$ cat config.mk
export PLATFORM = sky130hd
export DESIGN_NAME = pbg_port_b_top
export DESIGN_NICKNAME = d
export VERILOG_FILES = /design/src/pbg_sync2.v /design/src/pbg_axil_slave.v /design/src/pbg_port_b_top.v
export VERILOG_INCLUDE_DIRS = /design/src /design/src/src
export SDC_FILE = /design/constraint.sdc
export NUM_CORES = 1
export LEC_CHECK = 0
export BUFFER_PORTS_ARGS = -buffer_cell sky130_fd_sc_hd__buf_2
export CAP_MARGIN = 15
export CORE_MARGIN = 5
export CORE_UTILIZATION = 45
export CTS_BUF_LIST = sky130_fd_sc_hd__clkbuf_4
export CTS_CLUSTER_SIZE = 40
export DETAILED_ROUTE_END_ITERATION = 16
export PLACE_DENSITY = 0.71
export SLEW_MARGIN = 20
export SYNTH_ARGS = -nofsm -noshare
export SYNTH_HDL_FRONTEND = slang
export SYNTH_SLANG_ARGS = --single-unit
$ cat constraint.sdc
create_clock -name clk -period 2.12 [get_ports clk]
set_input_delay 0.106 -clock clk [delete_from_list [all_inputs] [get_ports clk]]
set_output_delay 0.106 -clock clk [all_outputs]
set_load 0.005 [all_outputs]
$ cat src/pbg_consts.vh
`ifndef PBG_CONSTS_VH
`define PBG_CONSTS_VH

// ----------------------------------------------------------------------
// bus geometry and answers
// ----------------------------------------------------------------------
`define PBG_ADDR_W          8
`define PBG_RESP_OKAY       2'h0
`define PBG_RESP_SLVERR     2'h2

// ----------------------------------------------------------------------
// register byte offsets
// ----------------------------------------------------------------------
`define PBG_OFS_PIN_STATE   8'h00
`define PBG_OFS_DIRECTION   8'h04
`define PBG_OFS_ANALOG_SEL  8'h08
`define PBG_OFS_PULLUP_EN   8'h0C
`define PBG_OFS_CHANGE_EN   8'h10
`define PBG_OFS_OPTION      8'h14
`define PBG_OFS_INT_CTRL    8'h18

// ----------------------------------------------------------------------
// reset values
// ----------------------------------------------------------------------
`define PBG_RST_LATCH       8'h00
`define PBG_RST_DIRECTION   8'hFF
`define PBG_RST_ANALOG_SEL  8'h3F
`define PBG_RST_PULLUP_EN   8'hFF
`define PBG_RST_CHANGE_EN   8'h00
`define PBG_RST_LAST_READ   8'h00
`define PBG_RST_GPU_DIS     1'h1

// ----------------------------------------------------------------------
// field positions and masks
// ----------------------------------------------------------------------
`define PBG_ANALOG_MASK     8'h3F
`define PBG_BIT_GPU_DIS     0
`define PBG_BIT_CHG_FLAG    0
`define PBG_BIT_CHG_IE      1

`endif

$ cat src/pbg_sync2.v
`timescale 1ns/1ps

// ----------------------------------------------------------------------
// two-flop synchroniser for the eight pad inputs
// ----------------------------------------------------------------------
module pbg_sync2 (
    input  wire       clk,
    input  wire       rst_n,
    input  wire [7:0] d,
    output wire [7:0] q
);
    reg [7:0] stage1_q;
    reg [7:0] stage2_q;

    // first stage feeds only the second one
    always @(posedge clk) begin
        if (!rst_n) begin
            stage1_q <= 8'h00;
            stage2_q <= 8'h00;
        end else begin
            stage1_q <= d;
            stage2_q <= stage1_q;
        end
    end

    assign q = stage2_q;
endmodule // pbg_sync2

$ cat src/pbg_axil_slave.v
`timescale 1ns/1ps
`include "pbg_consts.vh"

// ----------------------------------------------------------------------
// axi4-lite slave front end: one write and one read in flight
// ----------------------------------------------------------------------
module pbg_axil_slave (
    input  wire        clk,
    input  wire        rst_n,
    input  wire [7:0]  s_axi_awaddr,
    input  wire        s_axi_awvalid,
    output wire        s_axi_awready,
    input  wire [31:0] s_axi_wdata,
    input  wire [3:0]  s_axi_wstrb,
    input  wire        s_axi_wvalid,
    output wire        s_axi_wready,
    output wire [1:0]  s_axi_bresp,
    output wire        s_axi_bvalid,
    input  wire        s_axi_bready,
    input  wire [7:0]  s_axi_araddr,
    input  wire        s_axi_arvalid,
    output wire        s_axi_arready,
    output wire [31:0] s_axi_rdata,
    output wire [1:0]  s_axi_rresp,
    output wire        s_axi_rvalid,
    input  wire        s_axi_rready,
    output wire        wr_en,
    output wire [7:0]  wr_addr,
    output wire [31:0] wr_data,
    output wire [3:0]  wr_strb,
    input  wire        wr_err,
    output wire        rd_en,
    output wire [7:0]  rd_addr,
    input  wire [31:0] rd_data,
    input  wire        rd_err
);
    reg        aw_full_q;
    reg [7:0]  aw_addr_q;
    reg        w_full_q;
    reg [31:0] w_data_q;
    reg [3:0]  w_strb_q;
    reg        bvalid_q;
    reg [1:0]  bresp_q;
    reg        rvalid_q;
    reg [31:0] rdata_q;
    reg [1:0]  rresp_q;

    // address and data may arrive in either order; hold each until both
    assign s_axi_awready = ~aw_full_q & ~bvalid_q;
    assign s_axi_wready  = ~w_full_q & ~bvalid_q;
    assign wr_en   = aw_full_q & w_full_q & ~bvalid_q;
    assign wr_addr = aw_addr_q;
    assign wr_data = w_data_q;
    assign wr_strb = w_strb_q;
    assign s_axi_bvalid = bvalid_q;
    assign s_axi_bresp  = bresp_q;

    // write channel capture and response
    always @(posedge clk) begin
        if (!rst_n) begin
            aw_full_q <= 1'h0;
            aw_addr_q <= 8'h00;
            w_full_q  <= 1'h0;
            w_data_q  <= 32'h00000000;
            w_strb_q  <= 4'h0;
            bvalid_q  <= 1'h0;
            bresp_q   <= `PBG_RESP_OKAY;
        end else begin
            if (s_axi_awvalid && s_axi_awready) begin
                aw_full_q <= 1'h1;
                aw_addr_q <= s_axi_awaddr;
            end
            if (s_axi_wvalid && s_axi_wready) begin
                w_full_q <= 1'h1;
                w_data_q <= s_axi_wdata;
                w_strb_q <= s_axi_wstrb;
            end
            if (wr_en) begin
                aw_full_q <= 1'h0;
                w_full_q  <= 1'h0;
                bvalid_q  <= 1'h1;
                bresp_q   <= wr_err ? `PBG_RESP_SLVERR : `PBG_RESP_OKAY;
            end else if (s_axi_bready) begin
                bvalid_q <= 1'h0;
            end
        end
    end

    // read: data sampled at the address handshake edge
    assign s_axi_arready = ~rvalid_q;
    assign rd_en   = s_axi_arvalid & ~rvalid_q;
    assign rd_addr = s_axi_araddr;
    assign s_axi_rvalid = rvalid_q;
    assign s_axi_rdata  = rdata_q;
    assign s_axi_rresp  = rresp_q;

    always @(posedge clk) begin
        if (!rst_n) begin
            rvalid_q <= 1'h0;
            rdata_q  <= 32'h00000000;
            rresp_q  <= `PBG_RESP_OKAY;
        end else if (rd_en) begin
            rvalid_q <= 1'h1;
            rdata_q  <= rd_data;
            rresp_q  <= rd_err ? `PBG_RESP_SLVERR : `PBG_RESP_OKAY;
        end else if (s_axi_rready) begin
            rvalid_q <= 1'h0;
        end
    end
endmodule // pbg_axil_slave

$ cat src/pbg_port_b_top.v
// Overview of operation
// - direction bit one: pin input, driver off
// - direction bit zero: drive output latch value
// - port read gives pins, write sets latch
// - port writes without lane 0 are read-modify-write
// - direction still gates drivers on analog pins
// - analog-select pin reads digital zero
// - analog-select changes digital output only through read-modify-write
// - eight per-pin weak pull-up enables
// - pull-up off whenever pin is output
// - power-on sets global pull-up disable
// - eight per-pin change-enable bits
// - change detection disabled after power-on
// - compare pins to last-access latch per pin
// - or mismatches into change flag
// - set change flag can wake from sleep
// - persistent mismatch keeps setting change flag
// - last-read latch survives clear and brown-out
// - change during port read still sets flag
// - pull-ups need global disable clear, one enables
`timescale 1ns/1ps
`include "pbg_consts.vh"

module pbg_port_b_top (
    input  wire        clk,
    input  wire        rst_n,
    input  wire        por_n,
    input  wire [7:0]  s_axi_awaddr,
    input  wire        s_axi_awvalid,
    output wire        s_axi_awready,
    input  wire [31:0] s_axi_wdata,
    input  wire [3:0]  s_axi_wstrb,
    input  wire        s_axi_wvalid,
    output wire        s_axi_wready,
    output wire [1:0]  s_axi_bresp,
    output wire        s_axi_bvalid,
    input  wire        s_axi_bready,
    input  wire [7:0]  s_axi_araddr,
    input  wire        s_axi_arvalid,
    output wire        s_axi_arready,
    output wire [31:0] s_axi_rdata,
    output wire [1:0]  s_axi_rresp,
    output wire        s_axi_rvalid,
    input  wire        s_axi_rready,
    input  wire [7:0]  port_b_pins_i,
    output wire [7:0]  port_b_pins_o,
    output wire [7:0]  port_b_pins_oe_n,
    output wire [7:0]  port_b_pullup_on,
    output wire [7:0]  port_b_analog_on,
    output wire        port_b_change_flag,
    output wire        port_b_wake
);

    // ------------------------------------------------------------------
    // register selection codes
    // ------------------------------------------------------------------
    localparam [2:0] SEL_PIN    = 3'h0;
    localparam [2:0] SEL_DIR    = 3'h1;
    localparam [2:0] SEL_ANALOG = 3'h2;
    localparam [2:0] SEL_PULLUP = 3'h3;
    localparam [2:0] SEL_CHANGE = 3'h4;
    localparam [2:0] SEL_OPTION = 3'h5;
    localparam [2:0] SEL_INTCTL = 3'h6;
    localparam [2:0] SEL_NONE   = 3'h7;

    // decode shared by the read and the write path
    function [2:0] reg_sel;
        input [7:0] addr;
        begin
            case (addr)
                `PBG_OFS_PIN_STATE:  reg_sel = SEL_PIN;
                `PBG_OFS_DIRECTION:  reg_sel = SEL_DIR;
                `PBG_OFS_ANALOG_SEL: reg_sel = SEL_ANALOG;
                `PBG_OFS_PULLUP_EN:  reg_sel = SEL_PULLUP;
                `PBG_OFS_CHANGE_EN:  reg_sel = SEL_CHANGE;
                `PBG_OFS_OPTION:     reg_sel = SEL_OPTION;
                `PBG_OFS_INT_CTRL:   reg_sel = SEL_INTCTL;
                default:             reg_sel = SEL_NONE;
            endcase
        end
    endfunction

    // ------------------------------------------------------------------
    // declarations
    // ------------------------------------------------------------------
    wire        wr_en;
    wire [7:0]  wr_addr;
    wire [31:0] wr_data;
    wire [3:0]  wr_strb;
    wire        rd_en;
    wire [7:0]  rd_addr;
    reg  [31:0] rd_data;
    wire [2:0]  wr_sel;
    wire [2:0]  rd_sel;
    wire        wr_lane0;
    wire        rst_any_n;
    wire [7:0]  pins_sync;
    wire [7:0]  pins_digital;
    wire [7:0]  mismatch;
    wire [7:0]  pullup_d;
    wire        change_any;
    wire        port_access;
    wire        wr_intctl;

    reg  [7:0]  latch_q;
    reg  [7:0]  latch_d;
    reg  [7:0]  direction_q;
    reg  [7:0]  analog_q;
    reg  [7:0]  pullup_en_q;
    reg  [7:0]  change_en_q;
    reg         gpu_dis_q;
    reg         change_ie_q;
    reg         flag_q;
    reg         flag_d;
    reg  [7:0]  last_read_q;
    reg  [7:0]  pullup_q;
    reg         wake_q;

    // master-clear and brown-out come on rst_n, power-on on por_n
    assign rst_any_n = rst_n & por_n;

    // ------------------------------------------------------------------
    // bus front end
    // ------------------------------------------------------------------
    pbg_axil_slave u_bus (
        .clk           (clk),
        .rst_n         (rst_any_n),
        .s_axi_awaddr  (s_axi_awaddr),
        .s_axi_awvalid (s_axi_awvalid),
        .s_axi_awready (s_axi_awready),
        .s_axi_wdata   (s_axi_wdata),
        .s_axi_wstrb   (s_axi_wstrb),
        .s_axi_wvalid  (s_axi_wvalid),
        .s_axi_wready  (s_axi_wready),
        .s_axi_bresp   (s_axi_bresp),
        .s_axi_bvalid  (s_axi_bvalid),
        .s_axi_bready  (s_axi_bready),
        .s_axi_araddr  (s_axi_araddr),
        .s_axi_arvalid (s_axi_arvalid),
        .s_axi_arready (s_axi_arready),
        .s_axi_rdata   (s_axi_rdata),
        .s_axi_rresp   (s_axi_rresp),
        .s_axi_rvalid  (s_axi_rvalid),
        .s_axi_rready  (s_axi_rready),
        .wr_en         (wr_en),
        .wr_addr       (wr_addr),
        .wr_data       (wr_data),
        .wr_strb       (wr_strb),
        .wr_err        (wr_sel == SEL_NONE),
        .rd_en         (rd_en),
        .rd_addr       (rd_addr),
        .rd_data       (rd_data),
        .rd_err        (rd_sel == SEL_NONE)
    );

    assign wr_sel   = reg_sel(wr_addr);
    assign rd_sel   = reg_sel(rd_addr);
    assign wr_lane0 = wr_en & wr_strb[0];

    // ------------------------------------------------------------------
    // pin input path
    // ------------------------------------------------------------------
    pbg_sync2 u_sync (
        .clk   (clk),
        .rst_n (rst_any_n),
        .d     (port_b_pins_i),
        .q     (pins_sync)
    );

    // analog pins have their digital buffer off and read as zero
    assign pins_digital = pins_sync & ~analog_q;

    // ------------------------------------------------------------------
    // per-pin pull-up and change detection
    // ------------------------------------------------------------------
    genvar gi;
    generate
        for (gi = 0; gi < 8; gi = gi + 1) begin : g_pin
            // pull-up only on an input pin with the global disable clear
            assign pullup_d[gi] = ~gpu_dis_q
                                & pullup_en_q[gi]
                                & direction_q[gi];
            // compare against the value latched at the last access
            assign mismatch[gi] = change_en_q[gi]
                                & (pins_digital[gi]
                                   ^ last_read_q[gi]);
        end
    endgenerate

    assign change_any  = |mismatch;
    assign port_access = (wr_en & (wr_sel == SEL_PIN))
                       | (rd_en & (rd_sel == SEL_PIN));
    assign wr_intctl   = wr_lane0 & (wr_sel == SEL_INTCTL);

    // ------------------------------------------------------------------
    // output latch: a lane-0 write stores new data, a write without lane 0 stores pins
    // ------------------------------------------------------------------
    // no lane 0: pins are sampled back,
    // as a bit update does; an analog
    // output pin then latches zero
    always @* begin
        latch_d = latch_q;
        if (wr_en && (wr_sel == SEL_PIN)) begin
            if (wr_strb[0]) begin
                latch_d = wr_data[7:0];
            end else begin
                latch_d = pins_digital;
            end
        end
    end

    // ------------------------------------------------------------------
    // configuration registers
    // ------------------------------------------------------------------
    always @(posedge clk) begin
        if (!rst_any_n) begin
            latch_q     <= `PBG_RST_LATCH;
            direction_q <= `PBG_RST_DIRECTION;
            analog_q    <= `PBG_RST_ANALOG_SEL;
            pullup_en_q <= `PBG_RST_PULLUP_EN;
            change_en_q <= `PBG_RST_CHANGE_EN;
            gpu_dis_q   <= `PBG_RST_GPU_DIS;
            change_ie_q <= 1'h0;
        end else begin
            latch_q <= latch_d;
            if (wr_lane0) begin
                case (wr_sel)
                    SEL_DIR: begin
                        direction_q <= wr_data[7:0];
                    end
                    SEL_ANALOG: begin
                        analog_q <= wr_data[7:0] & `PBG_ANALOG_MASK;
                    end
                    SEL_PULLUP: begin
                        pullup_en_q <= wr_data[7:0];
                    end
                    SEL_CHANGE: begin
                        change_en_q <= wr_data[7:0];
                    end
                    SEL_OPTION: begin
                        gpu_dis_q <= wr_data[`PBG_BIT_GPU_DIS];
                    end
                    SEL_INTCTL: begin
                        change_ie_q <= wr_data[`PBG_BIT_CHG_IE];
                    end
                    default: begin
                        change_ie_q <= change_ie_q;
                    end
                endcase
            end
        end
    end

    // ------------------------------------------------------------------
    // last-access latch
    // ------------------------------------------------------------------
    // only power-on clears it, so a
    // mismatch survives other resets
    always @(posedge clk) begin
        if (!por_n) begin
            last_read_q <= `PBG_RST_LAST_READ;
        end else if (port_access) begin
            last_read_q <= pins_digital;
        end
    end

    // ------------------------------------------------------------------
    // change flag
    // ------------------------------------------------------------------
    // set beats a software clear; a read
    // compares with the old latch
    always @* begin
        flag_d = flag_q;
        if (wr_intctl) begin
            flag_d = wr_data[`PBG_BIT_CHG_FLAG];
        end
        if (change_any) begin
            flag_d = 1'h1;
        end
    end

    always @(posedge clk) begin
        if (!rst_any_n) begin
            flag_q <= 1'h0;
        end else begin
            flag_q <= flag_d;
        end
    end

    // ------------------------------------------------------------------
    // pad drive and status outputs
    // ------------------------------------------------------------------
    // registered so that pads never see decode glitches
    always @(posedge clk) begin
        if (!rst_any_n) begin
            pullup_q <= 8'h00;
            wake_q   <= 1'h0;
        end else begin
            pullup_q <= pullup_d;
            wake_q   <= flag_q & change_ie_q;
        end
    end

    // the driver follows the direction bit alone, analog or not
    assign port_b_pins_oe_n   = direction_q;
    assign port_b_pins_o      = latch_q;
    // masked by the live direction so an output never sees a pull-up
    assign port_b_pullup_on   = pullup_q & direction_q;
    assign port_b_analog_on   = analog_q;
    assign port_b_change_flag = flag_q;
    assign port_b_wake        = wake_q;

    // ------------------------------------------------------------------
    // read data
    // ------------------------------------------------------------------
    always @* begin
        rd_data = 32'h00000000;
        case (rd_sel)
            SEL_PIN: begin
                rd_data[7:0] = pins_digital;
            end
            SEL_DIR: begin
                rd_data[7:0] = direction_q;
            end
            SEL_ANALOG: begin
                rd_data[7:0] = analog_q;
            end
            SEL_PULLUP: begin
                rd_data[7:0] = pullup_en_q;
            end
            SEL_CHANGE: begin
                rd_data[7:0] = change_en_q;
            end
            SEL_OPTION: begin
                rd_data[`PBG_BIT_GPU_DIS] = gpu_dis_q;
            end
            SEL_INTCTL: begin
                rd_data[`PBG_BIT_CHG_FLAG] = flag_q;
                rd_data[`PBG_BIT_CHG_IE]   = change_ie_q;
            end
            default: begin
                rd_data = 32'h00000000;
            end
        endcase
    end

endmodule // pbg_port_b_top

* After elaboration in Yosys (flattened, before gate mapping)
Cells that the tools add are included.
** Word-level totals
- Bits in registers :: 107
- Output and inout bits :: 75
** Operators by class
- Equal/unequal tests :: 26
- Reduce and logical (&&, ||, !) cells :: 18
- Bitwise logic cells :: 53
- Mux-type cells :: 14
** Operators with widths (count)
- 8-bit by 5-bit == test with 1-bit output, second input constant :: 6
- 3-bit case mux with 7 select lines :: 2
- 1-bit bitwise AND :: 35
- 8-bit by 4-bit == test with 1-bit output, second input constant :: 4
- 6-bit case mux with 5 select lines :: 1
- 3-bit == test, second input constant :: 8
- 8-bit bitwise AND :: 2
- 8-bit by 3-bit == test with 1-bit output, second input constant :: 2
- 8-bit zero test :: 2
- 3-bit by 2-bit == test with 1-bit output, second input constant :: 4
- 2-bit AND reduction :: 6
- 8-bit 2-to-1 mux :: 1
- 6-bit NOT with 8-bit output :: 1
- 8-bit OR reduction :: 1
- 1-bit XOR :: 8
- 1-bit case mux with 7 select lines :: 1
- 3-bit by 1-bit == test with 1-bit output, second input constant :: 2
- 3-bit zero test :: 2
- 1-bit 2-to-1 mux :: 6
- 1-bit NOT :: 6
- 1-bit case mux with 6 select lines :: 1
- 2-bit nonzero test :: 3
- 2-bit 2-to-1 mux :: 2
- 1-bit logical AND :: 3
- other kinds (2) :: 2

* Longest topological paths before layout
- Word-level depth :: 6
- Mapped depth :: 7
- Depth with buffers taken out :: 4

* Cells and area by module
From an unflattened synthesis, not the netlist that was laid out.
** Unflattened totals
- Cell total of the unflattened synthesis :: 719
- Area total of the unflattened synthesis :: 6427.4 um2
** Modules (own cells, without submodules)
- pbg_axil_slave :: cells each 376, area an instance 3130.5 um2, times used 1
- pbg_port_b_top :: cells each 310, area an instance 2850.2 um2, times used 1
- pbg_sync2 :: cells each 33, area an instance 446.7 um2, times used 1

* Least setup slack after synthesis
OpenSTA, ideal clock, no wires.
- Path type :: register to register
- Start :: reg u_bus.aw_addr_q[1], in the netlist u_bus.wr_addr[1]
- End :: reg direction_q[7], in the netlist port_b_pins_oe_n[7]
- Arrival time :: 1.821 ns
- Library setup time :: 0.129 ns
- Setup slack :: 0.170 ns
- Stages on the path, launching flop included :: 6
- Cell sequence :: dfxtp_1 > or4_4 > buf_6 > nor4_4 > mux2i_1 > nand2_1
** On the way
- Longest elaborated chain between the ends :: 4
- Elaborated cells on any way between the ends :: 10
** Ends and longest elaborated chain
- from (decl) :: line pbg_axil_slave.v:38 : reg [7:0] aw_addr_q;
- from (signal assigned) :: line pbg_axil_slave.v:71 : aw_addr_q <= s_axi_awaddr;
- 8-bit by 5-bit == test with 1-bit output, or another cell as far along :: line pbg_port_b_top.v:70 : case (addr)
- 3-bit case mux with 7 select lines * :: line pbg_port_b_top.v:70
- 3-bit by 1-bit == test with 1-bit output * :: line pbg_port_b_top.v:227 : case (wr_sel)
- 2-bit AND reduction (no line) *
- to (signal assigned) :: line pbg_port_b_top.v:218 : direction_q <= `PBG_RST_DIRECTION;
- to (signal assigned) :: line pbg_port_b_top.v:229 : direction_q <= wr_data[7:0];
- to (decl) :: line pbg_port_b_top.v:107 : reg [7:0] direction_q;
Mark *: on every way between the ends. The rest lies on a longest branch, timed or not.
A chain may end at the register's enable or synchronous reset.

* Final worst setup path
- Start :: reg u_bus.aw_addr_q[1], in the netlist u_bus.wr_addr[1]
- End :: reg direction_q[5], in the netlist port_b_pins_oe_n[5]
Same word-level chain as after synthesis.

==> reports/metrics.yaml <==
timing:
  relSlewSlack: 0.601
  tns_ns: 0
  fin_crit_sh: 0.885
  drv_slew: 0
  finalSetupViolations: 0
  hold_viol: 0
  fin_ws_ns: 0.243
  finalCriticalPeriod_ns: 1.88
  clock_skew_ns: 0.0184
  rsz0062_at_grt: "false"
  fmax_ghz: 0.533
  worst_pin_slew_ns: 0.583
power_and_ir_drop:
  p_int_w: 0.00240
  power_density_nw_per_um2: 582
  p_leak_nw: 2.22
  worst_ir_drop_vdd_uv: 254
  switching_share: 0.266
  clkPwrFrac: 0.290
  p_sw_w: 0.000868
  combPwrFrac: 0.088
  p_seq_frac: 0.622
final_layout:
  final-instance-count-excl-fill: 774
  fin_area_sq_um: 5610
  syn_to_final_growth_pct: 19.1
  final_nets: 700
  drive_gt1_frac: 0.204
  fillers: 970
synth:
  avgSynthCellArea_sq_um: 9.04
  synth_area_sq_um: 4710
  synth_compound_area_frac: 0.115
  yosysTopAreaCellShare: 0.446
  ys_top_cells_by_area: "dfxtp_1 (45%), mux2i_1 (9.4%), nand2_1 (5.3%)"
  synth.distinct_cells: 54
  async_flop_share: 0
  yosys_warnings: 0
  synth_edf_count: 0
  yosys.area_share.xor_xnor: 0.0112
  synthAdderAreaFrac: 0
  yosysTopAreaCell: "dfxtp_1"
  ys_ff_latch: 105
  ys_seq_area_frac: 0.446
  synth-simple-area-share: 0.247
  synthFlopType: "dfxtp_1"
  syn_inst: 521
  synthMuxAreaShare: 0.106
  synth_top_family_by_area: "simple AND/OR/NAND/NOR gates"
global_routing:
  grtUsageTotal: 0.183
  grtUsageMet3: 0.0361
  grt_max_degree: 31
  use_met2: 0.286
  grt_most_used_layer: "met2"
  first_global_vias: 3637
  grt_pass1_wl_mm: 18.8
  use_met1: 0.260
  gr-total-overflow: 0
  antenna_found_initial: 1
placed_design:
  dp_slack_ns: 0.257
  placed_cell_area_sq_um: 5210
  placed_cells: 730
  hpwl_mm: 8.49
  gp_congestion: 0.822
  port_buffers: 87
drt:
  antenna_left: 0
  routedWlPerCell_um: 15.2
  drc: 0
  avgViaCountPerCell: 5.18
  drtIter0Drc: 285
  drt_first_pass_iters: 5
  via_count: 4010
  routed_wl_mm: 11.8
run_status:
  status: "complete, no violations"
clock_network:
  cts-root-buf: "clkbuf_4"
  cts_resized: 0
  post-cts-setup-buffers: 0
  clk_pin_slew_ns: 0.17
  cts_tree: "built"
  clk_path_buf_depth: 2
  htree_levels: 3
  cts_buffers: 9
  clk_latency_ns: 0.46
  cts_sinks: 105
setup_path:
  critPathSlowestCell: "or4_4"
  arrival_ns: 2.23
  worstPathRequired_ns: 2.48
  worstSetupPathType: "flip-flop to flip-flop"
  cp_cell_sequence: "or4_4 -> nor4_4 -> buf_4 -> mux2i_1 -> nand2_1"
  critPathMaxStageDelay_ns: 0.64
  cp-start-kind: "flip-flop"
  critPathMaxFanout: 8
  end_kind: "flip-flop"
die:
  die_h_um: 112
  core.rowCount: 37
  die_w_um: 112
  ios: 143
  die-area_sq_um: 12600
  start_util: 0.458
  fp.coreArea_sq_um: 10300
flow_run:
  cap_violations: 0
worst_hold_path:
  hp-class: "input port to flip-flop"
-- worst paths after layout --
kind,from,endpoint,slack [ns],cells after the start
setup / recovery,u_bus.wr_addr[1],port_b_pins_oe_n[5],0.24,5
hold / removal,rst_n,u_sync.stage1_q[4],0.04,2
setup reg to reg,u_bus.wr_addr[1],port_b_pins_oe_n[5],0.24,5
hold reg to reg,u_bus.s_axi_rdata[6],u_bus.s_axi_rdata[6],0.47,2
-- cell usage in the layout, fill, tap and decap left out, types with 3 or more instances in the layout --
cell	netlist	layout
a211oi_1	11	11
a21boi_1	8	8
a21oi_1	35	35
a311oi_1	3	3
and2_1	12	12
and3_1	27	27
buf_2	1	87
buf_4	28	17
clkbuf_4	0	10
conb_1	1	28
dfxtp_1	105	105
dlygate4sd3_1	0	27
inv_1	4	4
mux2i_1	44	44
nand2_1	66	66
nand2b_1	7	7
nand3_1	14	14
nand3b_1	11	11
nor2_1	35	35
nor2b_1	7	7
nor3_1	5	5
nor4_1	3	3
nor4_4	4	4
o21ai_0	5	5
o21ai_1	15	15
xor2_1	4	4
-- area by class of cell --
type / count / area, sq um / share of cell area
clock buffer: 10 / 75.1 / 0.0134
timing repair buffer: 131 / 833 / 0.149
sequential: 105 / 2100 / 0.375
multi-input combinational: 381 / 2360 / 0.421
antenna: 1 / 2.50 / 0.000446
inverter: 4 / 15.0 / 0.00268
clock inverter: 6 / 50.0 / 0.00892
tap: 136 / 170 / 0.0303
-- Yosys cell counts (2+ instances only) --
library cell,instances
dfxtp_1,105
nand2_1,66
mux2i_1,44
a21oi_1,35
nor2_1,35
buf_4,28
and3_1,27
clkbuf_1,26
o21ai_1,15
nand3_1,14
and2_1,12
a211oi_1,11
nand3b_1,11
a21boi_1,8
nand2b_1,7
nor2b_1,7
nor3_1,5
o21ai_0,5
inv_1,4
nor4_4,4
xor2_1,4
a311oi_1,3
nor4_1,3
a2111oi_0,2
a22o_1,2
a31oi_1,2
buf_1,2
mux2_1,2
nand4_1,2
nand4b_1,2
nor4_2,2
or3_1,2
or4bb_1,2
xnor2_1,2
-- metrics by stage --
step	hold slack [ns]	power (W)	util
final	0.0444	0.00326	0.546
after global routing	0.0167	0.00341	0.546
after CTS	0.0312	0.00327	0.546
after detailed placement	0.347	0.00232	0.507
after global placement	0.348	0.00231	0.507
after floorplan	0.242	0.00226	-
-- power groups by stage --
stage / Combinational [W] / Clock (W) / Sequential [W]
2_1_floorplan: 0.000205 / 0 / 0.00206
3_3_place_gp: 0.000241 / 0 / 0.00207
3_5_place_dp: 0.000246 / 0 / 0.00207
4_1_cts: 0.000284 / 0.000960 / 0.00203
5_1_grt: 0.000319 / 0.00106 / 0.00203
6_report: 0.000287 / 0.000947 / 0.00203
-- critical path, delay by kind of cell, from the launching register on --
family        cells  cell delay [ns]
buf+inv           1             0.25
flops             1             0.35
mux               1             0.21
simple gates      3             0.98
-- flip-flops by register name (all words and copies together) (netlist names), 8 cells and up --
signal and flops:
change_en_q 8, last_read_q 8, port_b_pins_o 8, port_b_pins_oe_n 8, pullup_en_q 8, pullup_q 8
u_bus.s_axi_rdata 8, u_bus.wr_addr 8, u_bus.wr_data 8, u_sync.q 8, u_sync.stage1_q 8
-- cells by family after synthesis --
logic type / Yosys count
flip-flops: 105
other: 1
multiplexers: 48
AND/OR/NAND/NOR: 210
XOR/XNOR: 6
AO/OA/AOI/OAI: 89
buffers and inverters: 62
-- per-layer routing --
| layer | wire length (um) | up-vias |
|---|---|---|
| met5 | 0 | - |
| met4 | 129 | 0 |
| met3 | 871 | 11 |
| met2 | 5400 | 141 |
| met1 | 5360 | 1852 |
| li1 | - | 2006 |
-- what timing repair did --
| item | in CTS | in global routing |
|---|---|---|
| hold buffers | 27 | 0 |
| endpoints found under the setup margin | 0 | 0 |
| endpoints found under the hold margin | 27 | 0 |
Note: power is estimated with default switching activity, not from simulation.
